## config.mk

```make
export PLATFORM = sky130hd
export DESIGN_NAME = light_out_stage
export DESIGN_NICKNAME = d
export VERILOG_FILES = /design/src/inc/light_ctrl_pkg.sv /design/src/inc/chan_cfg_if.sv /design/src/rtl/chan_offset.sv /design/src/rtl/light_out_stage.sv
export SDC_FILE = /design/constraint.sdc
export NUM_CORES = 2
export LEC_CHECK = 0
export BUFFER_PORTS_ARGS = -buffer_cell sky130_fd_sc_hd__buf_2
export CORE_MARGIN = 3
export CORE_UTILIZATION = 45
export CTS_CLUSTER_SIZE = 28
export DETAILED_ROUTE_END_ITERATION = 16
export SYNTH_ARGS = -nofsm -noshare
export SYNTH_HDL_FRONTEND = slang
export SYNTH_SLANG_ARGS = --single-unit
```

## constraint.sdc

```tcl
create_clock -name sys_clk_i -period 38.9 [get_ports sys_clk_i]
set_input_delay 1.945 -clock sys_clk_i [delete_from_list [all_inputs] [get_ports sys_clk_i]]
set_output_delay 1.945 -clock sys_clk_i [all_outputs]
set_load 0.05 [all_outputs]
```

## src/inc/light_ctrl_pkg.sv

```systemverilog
// Shared constants and types for the light controller output stage.
package light_ctrl_pkg;
    localparam int          CLK_HZ          = 10000000;
    localparam int          MS_PER_TENTH    = 100;
    localparam int          CYC_PER_TENTH   = CLK_HZ / 1000 * MS_PER_TENTH;
    localparam logic [7:0]  SYNC_DEFAULT    = 8'hC8;
    localparam logic [6:0]  HYST_DEFAULT    = 7'h14;
    localparam logic [6:0]  HYST_MAX        = 7'h5A;
    localparam logic [7:0]  PCT_UNITY       = 8'h64;
    localparam logic [5:0]  REP_SEC_MAX     = 6'h3B;
    localparam logic [5:0]  WAIT_SEC_MIN    = 6'h01;
    localparam logic [3:0]  TENTHS_PER_SEC  = 4'hA;
    localparam logic [3:0]  DIM_UP_STOP     = 4'h8;

    typedef enum logic [1:0] {
        OFS_FIXED = 2'b00,
        OFS_INC   = 2'b01,
        OFS_DEC   = 2'b10
    } ofs_mode_t;

    typedef enum logic [1:0] {
        SU_SWITCH   = 2'b00,
        SU_RELATIVE = 2'b01,
        SU_ABSOLUTE = 2'b10,
        SU_ADAPTIVE = 2'b11
    } su_mode_t;

    typedef enum logic [2:0] {
        ST_IDLE  = 3'b000,
        ST_CHECK = 3'b001,
        ST_DIM   = 3'b010,
        ST_WAIT  = 3'b011,
        ST_MAIN  = 3'b100
    } phase_t;
endpackage

```

## src/inc/chan_cfg_if.sv

```systemverilog
// Offset configuration and result of one derived channel.
`timescale 1ns/100ps
interface chan_cfg_if;
    import light_ctrl_pkg::*;
    ofs_mode_t   mode;
    logic [7:0]  base;
    logic [7:0]  offset;
    logic [7:0]  percent;
    logic [7:0]  sync_level;
    logic [6:0]  hyst;
    logic [7:0]  value;
    modport calc (input mode, base, offset, percent, sync_level, hyst, output value);
    modport ctrl (output mode, base, offset, percent, sync_level, hyst, input value);
endinterface

```

## src/rtl/chan_offset.sv

```systemverilog
// Derives one lighting channel from the channel one output.
`timescale 1ns/100ps
module chan_offset
    import light_ctrl_pkg::*;
(
    input  wire logic   sys_clk_i,
    input  wire logic   nrst_i,
    chan_cfg_if.calc    cfg
);
    logic              on_q;
    logic signed [9:0] eff_ofs;
    logic signed [9:0] sum;
    logic [15:0]       prod;
    logic [15:0]       scaled;
    logic [7:0]        span;
    logic [15:0]       ramp;
    logic [9:0]        thr;

    always_comb begin
        span = (cfg.sync_level > 8'h01) ? cfg.sync_level - 8'h01 : 8'h01;
        ramp = 16'($signed({{8{cfg.offset[7]}}, cfg.offset}) *
                   $signed({8'h00, cfg.sync_level - cfg.base}));
        eff_ofs = {{2{cfg.offset[7]}}, cfg.offset};
        if (cfg.mode == OFS_DEC) begin
            if (cfg.base >= cfg.sync_level) begin
                eff_ofs = 10'sh000;
            end else begin
                eff_ofs = 10'($signed(ramp) / $signed({8'h00, span}));
            end
        end
    end

    // negative-offset hysteresis threshold in channel one units
    always_comb begin
        thr = 10'h000;
        if (eff_ofs < 0) begin
            thr = 10'(-eff_ofs) + ((cfg.hyst > HYST_MAX) ? 10'(HYST_MAX) : 10'(cfg.hyst));
        end
    end

    always_ff @(posedge sys_clk_i or negedge nrst_i) begin
        if (!nrst_i) begin
            on_q <= 1'b0;
        end else if (eff_ofs >= 0) begin
            on_q <= 1'b1;
        end else if ({2'b00, cfg.base} > thr) begin
            on_q <= 1'b1;
        end else if ({2'b00, cfg.base} <= 10'(-eff_ofs)) begin
            on_q <= 1'b0;
        end
    end

    always_comb begin
        prod   = 16'(cfg.base) * 16'(cfg.percent);
        scaled = prod / 16'(PCT_UNITY);
        sum    = $signed({2'b00, cfg.base}) + eff_ofs;
    end

    always_comb begin
        if (cfg.mode == OFS_INC) begin
            cfg.value = (scaled > 16'h00FF) ? 8'hFF : scaled[7:0];
        end else if (cfg.base == 8'h00 || !on_q) begin
            cfg.value = 8'h00;
        end else if (sum < 0) begin
            cfg.value = 8'h00;
        end else if (sum > 10'sh0FF) begin
            cfg.value = 8'hFF;
        end else begin
            cfg.value = sum[7:0];
        end
    end
endmodule

```

## src/rtl/light_out_stage.sv

```systemverilog
// Startup sequencing and three-channel output stage of the light controller.
`timescale 1ns/100ps
// Contract
// - Drive one to three lighting channels, count chosen by configuration.
// - With two or three channels, emit only absolute byte values.
// - Regulate channel one only; derive others by a chosen offset method.
// - Fixed mode adds a constant signed offset per channel.
// - Fixed and decreasing offsets start at one; zero input gives zero.
// - Increasing mode scales channel one by a percentage, saturating at 255.
// - Below 100 percent gives lower output, above gives higher.
// - Decreasing mode shrinks start offset to zero at the sync level.
// - Negative offsets use an on-off hysteresis up to 90, default 20.
// - Startup skips to main phase when brightness meets the setpoint.
// - Switch-on startup sends one switching telegram; single channel only.
// - Relative startup dims up cyclically, then sends stop; single channel.
// - Absolute startup sends one configured value when too dark.
// - Adaptive startup computes a byte value from brightness and range.
// - Relative startup uses a configured 3-bit step width code.
// - Dim telegrams optionally repeat every seconds plus tenths.
// - Wait a configured 1 to 59 seconds before the main phase; only the minimum is clamped, so up to 63 is taken.
module light_out_stage
    import light_ctrl_pkg::*;
#(
    parameter int LUX_W = 16
)(
    input  wire logic             sys_clk_i,
    input  wire logic             nrst_i,
    input  wire logic [1:0]       chan_count_i,
    input  wire ofs_mode_t        ofs_mode_i,
    input  wire logic [7:0]       ofs2_i,
    input  wire logic [7:0]       ofs3_i,
    input  wire logic [7:0]       pct2_i,
    input  wire logic [7:0]       pct3_i,
    input  wire logic [7:0]       sync2_i,
    input  wire logic [7:0]       sync3_i,
    input  wire logic [6:0]       hyst_i,
    input  wire su_mode_t         su_mode_i,
    input  wire logic [2:0]       step_width_i,
    input  wire logic             rep_en_i,
    input  wire logic [5:0]       rep_sec_i,
    input  wire logic [3:0]       rep_tenth_i,
    input  wire logic [5:0]       wait_sec_i,
    input  wire logic [7:0]       su_value_i,
    input  wire logic [LUX_W-1:0] lux_range_i,
    input  wire logic             start_i,
    input  wire logic [LUX_W-1:0] lux_i,
    input  wire logic [LUX_W-1:0] setpoint_i,
    input  wire logic [7:0]       ch1_main_i,
    output logic                  main_phase_o,
    output logic                  switch_tx_o,
    output logic                  dim_tx_o,
    output logic [3:0]            dim_code_o,
    output logic                  value_tx_o,
    output logic [7:0]            ch1_o,
    output logic [7:0]            ch2_o,
    output logic [7:0]            ch3_o
);
    phase_t            state_q;
    logic [7:0]        ch1_q;
    logic [19:0]       div_q;
    logic              tick;
    logic [9:0]        tenth_q;
    logic [9:0]        rep_len;
    logic              multi;
    su_mode_t          su_eff;
    logic              dark;
    logic [LUX_W+7:0]  adapt_num;
    logic [7:0]        adapt_val;

    chan_cfg_if c2 ();
    chan_cfg_if c3 ();

    // channel one feeds both derived channels
    assign c2.mode       = ofs_mode_i;
    assign c2.base       = ch1_q;
    assign c2.offset     = ofs2_i;
    assign c2.percent    = pct2_i;
    assign c2.sync_level = sync2_i;
    assign c2.hyst       = hyst_i;
    assign c3.mode       = ofs_mode_i;
    assign c3.base       = ch1_q;
    assign c3.offset     = ofs3_i;
    assign c3.percent    = pct3_i;
    assign c3.sync_level = sync3_i;
    assign c3.hyst       = hyst_i;

    chan_offset u_ch2 (
        .sys_clk_i (sys_clk_i),
        .nrst_i    (nrst_i),
        .cfg       (c2)
    );
    chan_offset u_ch3 (
        .sys_clk_i (sys_clk_i),
        .nrst_i    (nrst_i),
        .cfg       (c3)
    );

    always_comb begin
        multi  = (chan_count_i >= 2'h2);
        su_eff = su_mode_i;
        if (multi && (su_mode_i == SU_SWITCH || su_mode_i == SU_RELATIVE)) begin
            su_eff = SU_ABSOLUTE;
        end
        dark = (lux_i < setpoint_i);
    end

    // adaptive value scales the missing brightness over the range
    always_comb begin
        adapt_num = (LUX_W+8)'(setpoint_i - lux_i) * (LUX_W+8)'(8'hFF);
        if (lux_range_i == '0) begin
            adapt_val = 8'hFF;
        end else if (adapt_num / (LUX_W+8)'(lux_range_i) > (LUX_W+8)'(8'hFF)) begin
            adapt_val = 8'hFF;
        end else begin
            adapt_val = 8'((adapt_num / (LUX_W+8)'(lux_range_i)));
        end
        if (adapt_val == 8'h00) begin
            adapt_val = 8'h01;
        end
    end

    // Tenth-second enable; all timing here is coarse so one divider serves.
    // Twenty bits hold the full tenth-second count without wrapping early.
    always_ff @(posedge sys_clk_i or negedge nrst_i) begin
        if (!nrst_i) begin
            div_q <= 20'h00000;
        end else if (div_q == 20'(CYC_PER_TENTH - 1)) begin
            div_q <= 20'h00000;
        end else begin
            div_q <= div_q + 20'h00001;
        end
    end
    assign tick = (div_q == 20'(CYC_PER_TENTH - 1));

    assign rep_len = 10'((rep_sec_i > REP_SEC_MAX ? REP_SEC_MAX : rep_sec_i))
                     * 10'(TENTHS_PER_SEC) + 10'(rep_tenth_i);

    always_ff @(posedge sys_clk_i or negedge nrst_i) begin
        if (!nrst_i) begin
            state_q    <= ST_IDLE;
            tenth_q    <= 10'h000;
            switch_tx_o <= 1'b0;
            dim_tx_o   <= 1'b0;
            dim_code_o <= 4'h0;
            value_tx_o <= 1'b0;
            ch1_q      <= 8'h00;
        end else begin
            switch_tx_o <= 1'b0;
            dim_tx_o    <= 1'b0;
            value_tx_o  <= 1'b0;
            if (tick && tenth_q != 10'h000) begin
                tenth_q <= tenth_q - 10'h001;
            end
            unique case (state_q)
                ST_IDLE: begin
                    if (start_i) begin
                        state_q <= ST_CHECK;
                    end
                end
                ST_CHECK: begin
                    if (!dark) begin
                        state_q <= ST_MAIN;
                    end else begin
                        unique case (su_eff)
                            SU_SWITCH: switch_tx_o <= 1'b1;
                            SU_ABSOLUTE: begin
                                ch1_q      <= su_value_i;
                                value_tx_o <= 1'b1;
                            end
                            SU_ADAPTIVE: begin
                                ch1_q      <= adapt_val;
                                value_tx_o <= 1'b1;
                            end
                            SU_RELATIVE: begin
                                dim_tx_o   <= 1'b1;
                                dim_code_o <= DIM_UP_STOP | {1'b0, step_width_i};
                            end
                        endcase
                        tenth_q <= rep_len;
                        if (su_eff == SU_RELATIVE) begin
                            state_q <= ST_DIM;
                        end else begin
                            tenth_q <= 10'((wait_sec_i < WAIT_SEC_MIN ? WAIT_SEC_MIN
                                            : wait_sec_i)) * 10'(TENTHS_PER_SEC);
                            state_q <= ST_WAIT;
                        end
                    end
                end
                ST_DIM: begin
                    if (!dark) begin
                        dim_tx_o   <= 1'b1;
                        dim_code_o <= DIM_UP_STOP;
                        tenth_q    <= 10'((wait_sec_i < WAIT_SEC_MIN ? WAIT_SEC_MIN
                                           : wait_sec_i)) * 10'(TENTHS_PER_SEC);
                        state_q    <= ST_WAIT;
                    end else if (rep_en_i && tick && tenth_q <= 10'h001) begin
                        dim_tx_o <= 1'b1;
                        tenth_q  <= rep_len;
                    end
                end
                ST_WAIT: begin
                    if (tick && tenth_q <= 10'h001) begin
                        state_q <= ST_MAIN;
                    end
                end
                ST_MAIN: begin
                    ch1_q <= ch1_main_i;
                    if (!start_i) begin
                        state_q <= ST_IDLE;
                    end
                end
                default: state_q <= ST_IDLE;
            endcase
        end
    end

    always_ff @(posedge sys_clk_i or negedge nrst_i) begin
        if (!nrst_i) begin
            ch1_o        <= 8'h00;
            ch2_o        <= 8'h00;
            ch3_o        <= 8'h00;
            main_phase_o <= 1'b0;
        end else begin
            main_phase_o <= (state_q == ST_MAIN);
            ch1_o        <= ch1_q;
            ch2_o        <= (chan_count_i >= 2'h2) ? c2.value : 8'h00;
            ch3_o        <= (chan_count_i == 2'h3) ? c3.value : 8'h00;
        end
    end
endmodule

```

; Yosys cells after proc, flatten, opt, wreduce, memory -nomap -nowiden
; Index checks and enable logic that the tools add are counted.
[word_totals]
ff_bits = 75
input_bits = 148
output_inout_bits = 32
word_cells = 174
[op_classes]
n_addsub = 14
multipliers = 7
n_div = 5
magnitude_cmp = 25
n_eq_ne = 19
muxes = 65
reduce_logical = 25
[op_table]
columns = operator, n
row1 = $mux 8, 18
row2 = $mux 10, 11
row3 = $lt 10x1->1 const B, 4
row4 = $div 16x7->16 const B, 2
row5 = $div 16x9->16, 2
row6 = $gt 16x8->1 const B, 2
row7 = $mul 8x8->16, 2
row8 = $mul 8x9->16, 2
row9 = $pmux 8 s2, 2
row10 = $div 24x16->24, 1
row11 = $gt 24x8->1 const B, 1
row12 = $mul 17x9->24 const B, 1
row13 = $add 10x10->10, 2
row14 = $add 20x1->20 const B, 1
row15 = $add 9x10->10, 2
row16 = $eq 20x20->1 const B, 1
row17 = $ge 10x1->1 const B, 2
row18 = $gt 10x9->1 const B, 2
row19 = $gt 8x10->1, 2
row20 = $le 8x10->1, 2
row21 = $mux 20, 1
row22 = $neg 10->10, 2
row23 = $pmux 10 s2, 1
row24 = $mul 6x3->9 const B, 2
row25 = 42 further kinds, 92

; Longest topological paths before layout
[logic_depth]
depth_word = 12
ltp_mapped = 356
ltp_nobuf = 335

; Modules after synthesis
; Synthesis repeated with hierarchy kept, for this count alone.
[unflattened]
hier_cells = 7041
hier_area_um2 = 52452.8
[modules_own_cells]
columns = mod, n_inst, cells_each, area_per_inst_um2, seq_area_each_um2
row1 = light_out_stage, 1, 3024, 22893.2, 1826.8
row2 = chan_offset at u_ch2, 1, 2010, 15095.7, 25.0
row3 = chan_offset at u_ch3, 1, 2007, 14463.9, 25.0

; Worst setup path after synthesis
; Ideal clock, no wire load.
[synth_path]
path_kind = input to register
startpoint = input lux_i[1]
endpoint = register ch1_q[0] (netlist: c2.base[0])
setup_ns = 0.139
arrival_ns = 67.159
required_ns = 38.761
slack_ns = -28.398
cell_stages = 345
path_buffers = 25
cell_sequence = inv_1 ha_1 nor2b_1 o21ai_0 nand2b_1 a21o_1 a21o_1 a21o_1 a21o_1 a21o_1 a21o_1 a21o_1 a21o_1 a21o_1 a21o_1 a21o_1 a21o_1 xnor2_1 (+309 left out) nor2_1 a21oi_1 ha_1 a21oi_1 nor2b_1 o21ai_0 nand2b_1 a21oi_1 nor2b_1 o21ai_0 nand2b_1 a21oi_1 nor3_1 o31a_1 o21ai_0 nand4b_1 a2111oi_0 a21oi_1
[synth_via]
elab_chain_len = 11
word_cells_on_any_way = 14
classes_between = add/sub: 1 / mul: 1 / div: 1 / order compare: 2 / eq/ne: 1 / mux: 6 / reduce/logical: 2
[synth_rtl]
columns = item, line_no
row1 = start: declaration, light_out_stage.sv:46  ; input wire logic [LUX_W-1:0] lux_i,
row2 = $sub 16x16->17, light_out_stage.sv:109  ; adapt_num = (LUX_W+8)'(setpoint_i - lux_i) * (LUX_W+8)'(8'hFF);
row3 = $mul 17x9->24, light_out_stage.sv:109
row4 = $div 24x16->24, "light_out_stage.sv:112, light_out_stage.sv:115"
row5 = $gt 24x8->1, light_out_stage.sv:112  ; end else if (adapt_num / (LUX_W+8)'(lux_range_i) > (LUX_W+8)'(8'hFF)) begin
row6 = $mux 8, light_out_stage.sv:112
row7 = $mux 8, light_out_stage.sv:110  ; if (lux_range_i == '0) begin
row8 = $logic_not 8->1, light_out_stage.sv:117  ; if (adapt_val == 8'h00) begin
row9 = $mux 8, light_out_stage.sv:117
row10 = $pmux 8 s2, light_out_stage.sv:164  ; unique case (su_eff)
row11 = $mux 8, light_out_stage.sv:161  ; if (!dark) begin
row12 = $pmux 8 s2, light_out_stage.sv:154  ; unique case (state_q)
row13 = end signal: assignment, light_out_stage.sv:167  ; ch1_q <= su_value_i;
row14 = end signal: assignment, light_out_stage.sv:171  ; ch1_q <= adapt_val;
row15 = end signal: assignment, light_out_stage.sv:207  ; ch1_q <= ch1_main_i;
row16 = end: declaration, light_out_stage.sv:59  ; logic [7:0] ch1_q;
; Several ways; a longest one is shown, not always the timed one. The select of a mux whose other input is x is not followed.
; A chain may end at the register's enable or synchronous reset.

; Worst setup path in the final report
; Ends and elaborated chain as after synthesis.

==> impl_results.md <==
- Status: complete, but fails checks
- Violated checks: negative setup slack
- Max-cap violations: 0
- Critical path class: in -> reg
- Top-area cell type share of the netlist area: 20.1%
- Slew HR: 7.86%
- Synth Flop Type: dfrtp_1
- Via Count: 58100
- Critical path required time: 39130 ps
- H-tree levels: 3
- CTS Hold Bufs: 0
- Fin Setup TNS: -85080 ps
- Placed cells: 9588
- Mapped Area: 49300 sq um
- Final setup fails: 8
- CTS Buf Count: 9
- Via density: 5.78
- Synth Register Bits: 75
- Starting Density: 45.7%
- Main area contributors after synthesis: ha_1 (20%), fa_1 (9.3%), o21a_1 (5.0%), inv_1 (4.3%), nand2_1 (4.3%)
- Setup Skew: 26.1 ps
- Total Routing Usage GR: 29.5%
- Nets: 9808
- I/O Buffers: 179
- CP max stage delay: 570 ps
- Avg Inst Size Synth: 7.42 sq um
- DR pass1 iterations: 5
- Fin cells: 10100
- F_max: 0.0167 GHz
- TritonCTS clock tree: yes
- Die height: 337 microns
- Final-report hold violation count: 0
- Root buffer cell: clkbuf_16
- WL per Instance: 17.8 microns
- Min-delay worst type: reg -> reg
- Layout cell share with drive strength beyond 1: 34.2%
- Fin crit share: 154%
- Unrepaired setup endpoints after global routing: true
- CP endpoint kind: flop
- DR iter-0 viols: 3375
- Worst-Margin Slew: 1380 ps
- Place WS: -22110 ps
- Slowest CP cell: fa_1
- Initial antenna violation count: 13
- Synth unique cells: 125
- Total gr overflow: 0
- GP Congestion: 0.959
- CORE AREA: 108000 sq um
- Post-synth EDFFs: 0
- Vias in the first global route: 56300
- WP data arrival: 60250 ps
- Number of clock sinks: 75
- Count leader, synth: ha_1
- Cells after Synth: 6640
- Antenna Nets Post-Route: 0
- Pin count of the biggest net entering global routing: 71
- First-pass GRT wire length: 280 mm
- Period minus WS final: 60020 ps
- Ys Warns: 0
- Die width: 337 microns
- Asr flop ratio synth: 100%
- Die ar.: 114000 sq um
- CP most frequent cell: o21a_1
- Register area share after synthesis: 3.81%
- Worst setup SP type: input pin
- CP max FO: 7
- Layout area overhead: 42.4%
- Clk_lat worst skew: 360 ps
- Clk buf depth: 2
- Num ports: 180
- Clk pin slew, worst setup/hold paths: 80 ps
- Std-Cell Rows: 120
- Final Slew Violations: 0
- DRC: 0
- Final setup margin: -21120 ps
- Final wirelength: 179 mm
- Post-Synthesis Net Count: 7807
- Most frequent cells after synthesis: ha_1 (790), inv_1 (569), nand2_1 (562), nor2_1 (501), nor3_1 (355)
- Synth area leader: ha_1
- Hpwl dp: 141 mm
## cell type report
| class | instances | area [sq um] |
|---|---|---|
| multi-input cells | 5809 | 47800 |
| fillers | 9268 | 37600 |
| repair buffers | 2175 | 16200 |
| inverters | 571 | 2160 |
| flip-flops and latches | 75 | 1880 |
| well taps | 1403 | 1760 |
| clock buffers | 9 | 225 |
| clock inverters | 6 | 138 |
| diodes | 7 | 17.5 |
## flip-flops by register name, summed over array words and instances, names as in the netlist, 3 cells and up
name        flops
ch1_o           8
state_q         3
div_q          20
tenth_q        10
dim_code_o      4
ch3_o           8
c2.base         8
ch2_o           8
## through the flow
step,hold WS (ps),utilization (%),cell area [sq um]
global placement,446,59.3,63900
finish,478,65.1,70200
floorplan,455,-,50800
detailed placement,460,59.3,63900
global route,514,65.1,70200
CTS,479,62.3,67100
## per-layer routing
layer  share of wire, %  wire (microns)  track usage, %  vias up
li1                   -               -               -    28300
met1                 44           77900            38.4    27900
met2                 48           86600            52.1     1593
met3                4.9            8830            2.43      370
met4                3.1            5460            8.21        6
met5              0.023              41               0        -
## worst paths after layout
kind                                      startpoint                         to  slack, ps  cells after the start
setup reg to reg              c2.base[0]$_DFFE_PN0P_     u_ch3.on_q$_DFFE_PN0P_        610                    211
max in group asynchronous                     nrst_i     u_ch3.on_q$_DFFE_PN0P_      36370                      2
setup / recovery                            lux_i[1]     c2.base[0]$_DFFE_PN0P_     -21120                    330
hold reg to reg            dim_code_o[3]$_DFFE_PN0P_  dim_code_o[3]$_DFFE_PN0P_        480                      1
min in group asynchronous                     nrst_i         ch3_o[1]$_DFF_PN0_       1390                      1
hold / removal             dim_code_o[3]$_DFFE_PN0P_  dim_code_o[3]$_DFFE_PN0P_        480                      1
## critical path: cells and delay by family
kind | cells | cell delay, ps
XOR/XNOR | 1 | 170
AO/OA/AOI/OAI | 209 | 36660
AND/OR/NAND/NOR | 58 | 8440
adder cells (fa/ha/maj) | 28 | 8370
buffers and inverters | 28 | 3230
multiplexers | 6 | 1290
## logic make-up (layout without fill, tap and decap cells)
logic type,after synthesis,count (layout),share of synthesized area [%]
AO/OA/AOI/OAI,1927,1927,27.0
XOR/XNOR,348,348,6.19
adder cells (fa/ha/maj),1026,1026,29.5
buffers and inverters,756,2761,5.89
flip-flops,75,75,3.81
multiplexers,175,175,3.83
other,0,7,0
AND/OR/NAND/NOR,2333,2333,23.8
## cell usage in the layout, fill, tap and decap left out, drive strengths merged, types with 101 or more instances in the layout
| master | Yosys | layout |
|---|---|---|
| inv | 569 | 570 |
| fa | 229 | 229 |
| nor2 | 503 | 503 |
| o31ai | 124 | 124 |
| xnor2 | 207 | 207 |
| mux2 | 101 | 101 |
| nor3 | 362 | 362 |
| buf | 42 | 2175 |
| nand3 | 121 | 121 |
| o21a | 329 | 329 |
| a21o | 147 | 147 |
| nand2b | 108 | 108 |
| xor2 | 141 | 141 |
| o21ai | 371 | 371 |
| a21oi | 358 | 358 |
| and2 | 179 | 179 |
| ha | 790 | 790 |
| nand2 | 562 | 562 |
## what timing repair did
action,4_1_cts,5_1_grt
pin swaps,211,343
buffers inserted,265,185
gates resized for setup,211,357
endpoints found under the setup margin,25,26
cloned,0,1
Power is left out: the tool's default activity adds up to more than one toggle a clock period on the data nets, which glitch-free logic cannot reach.
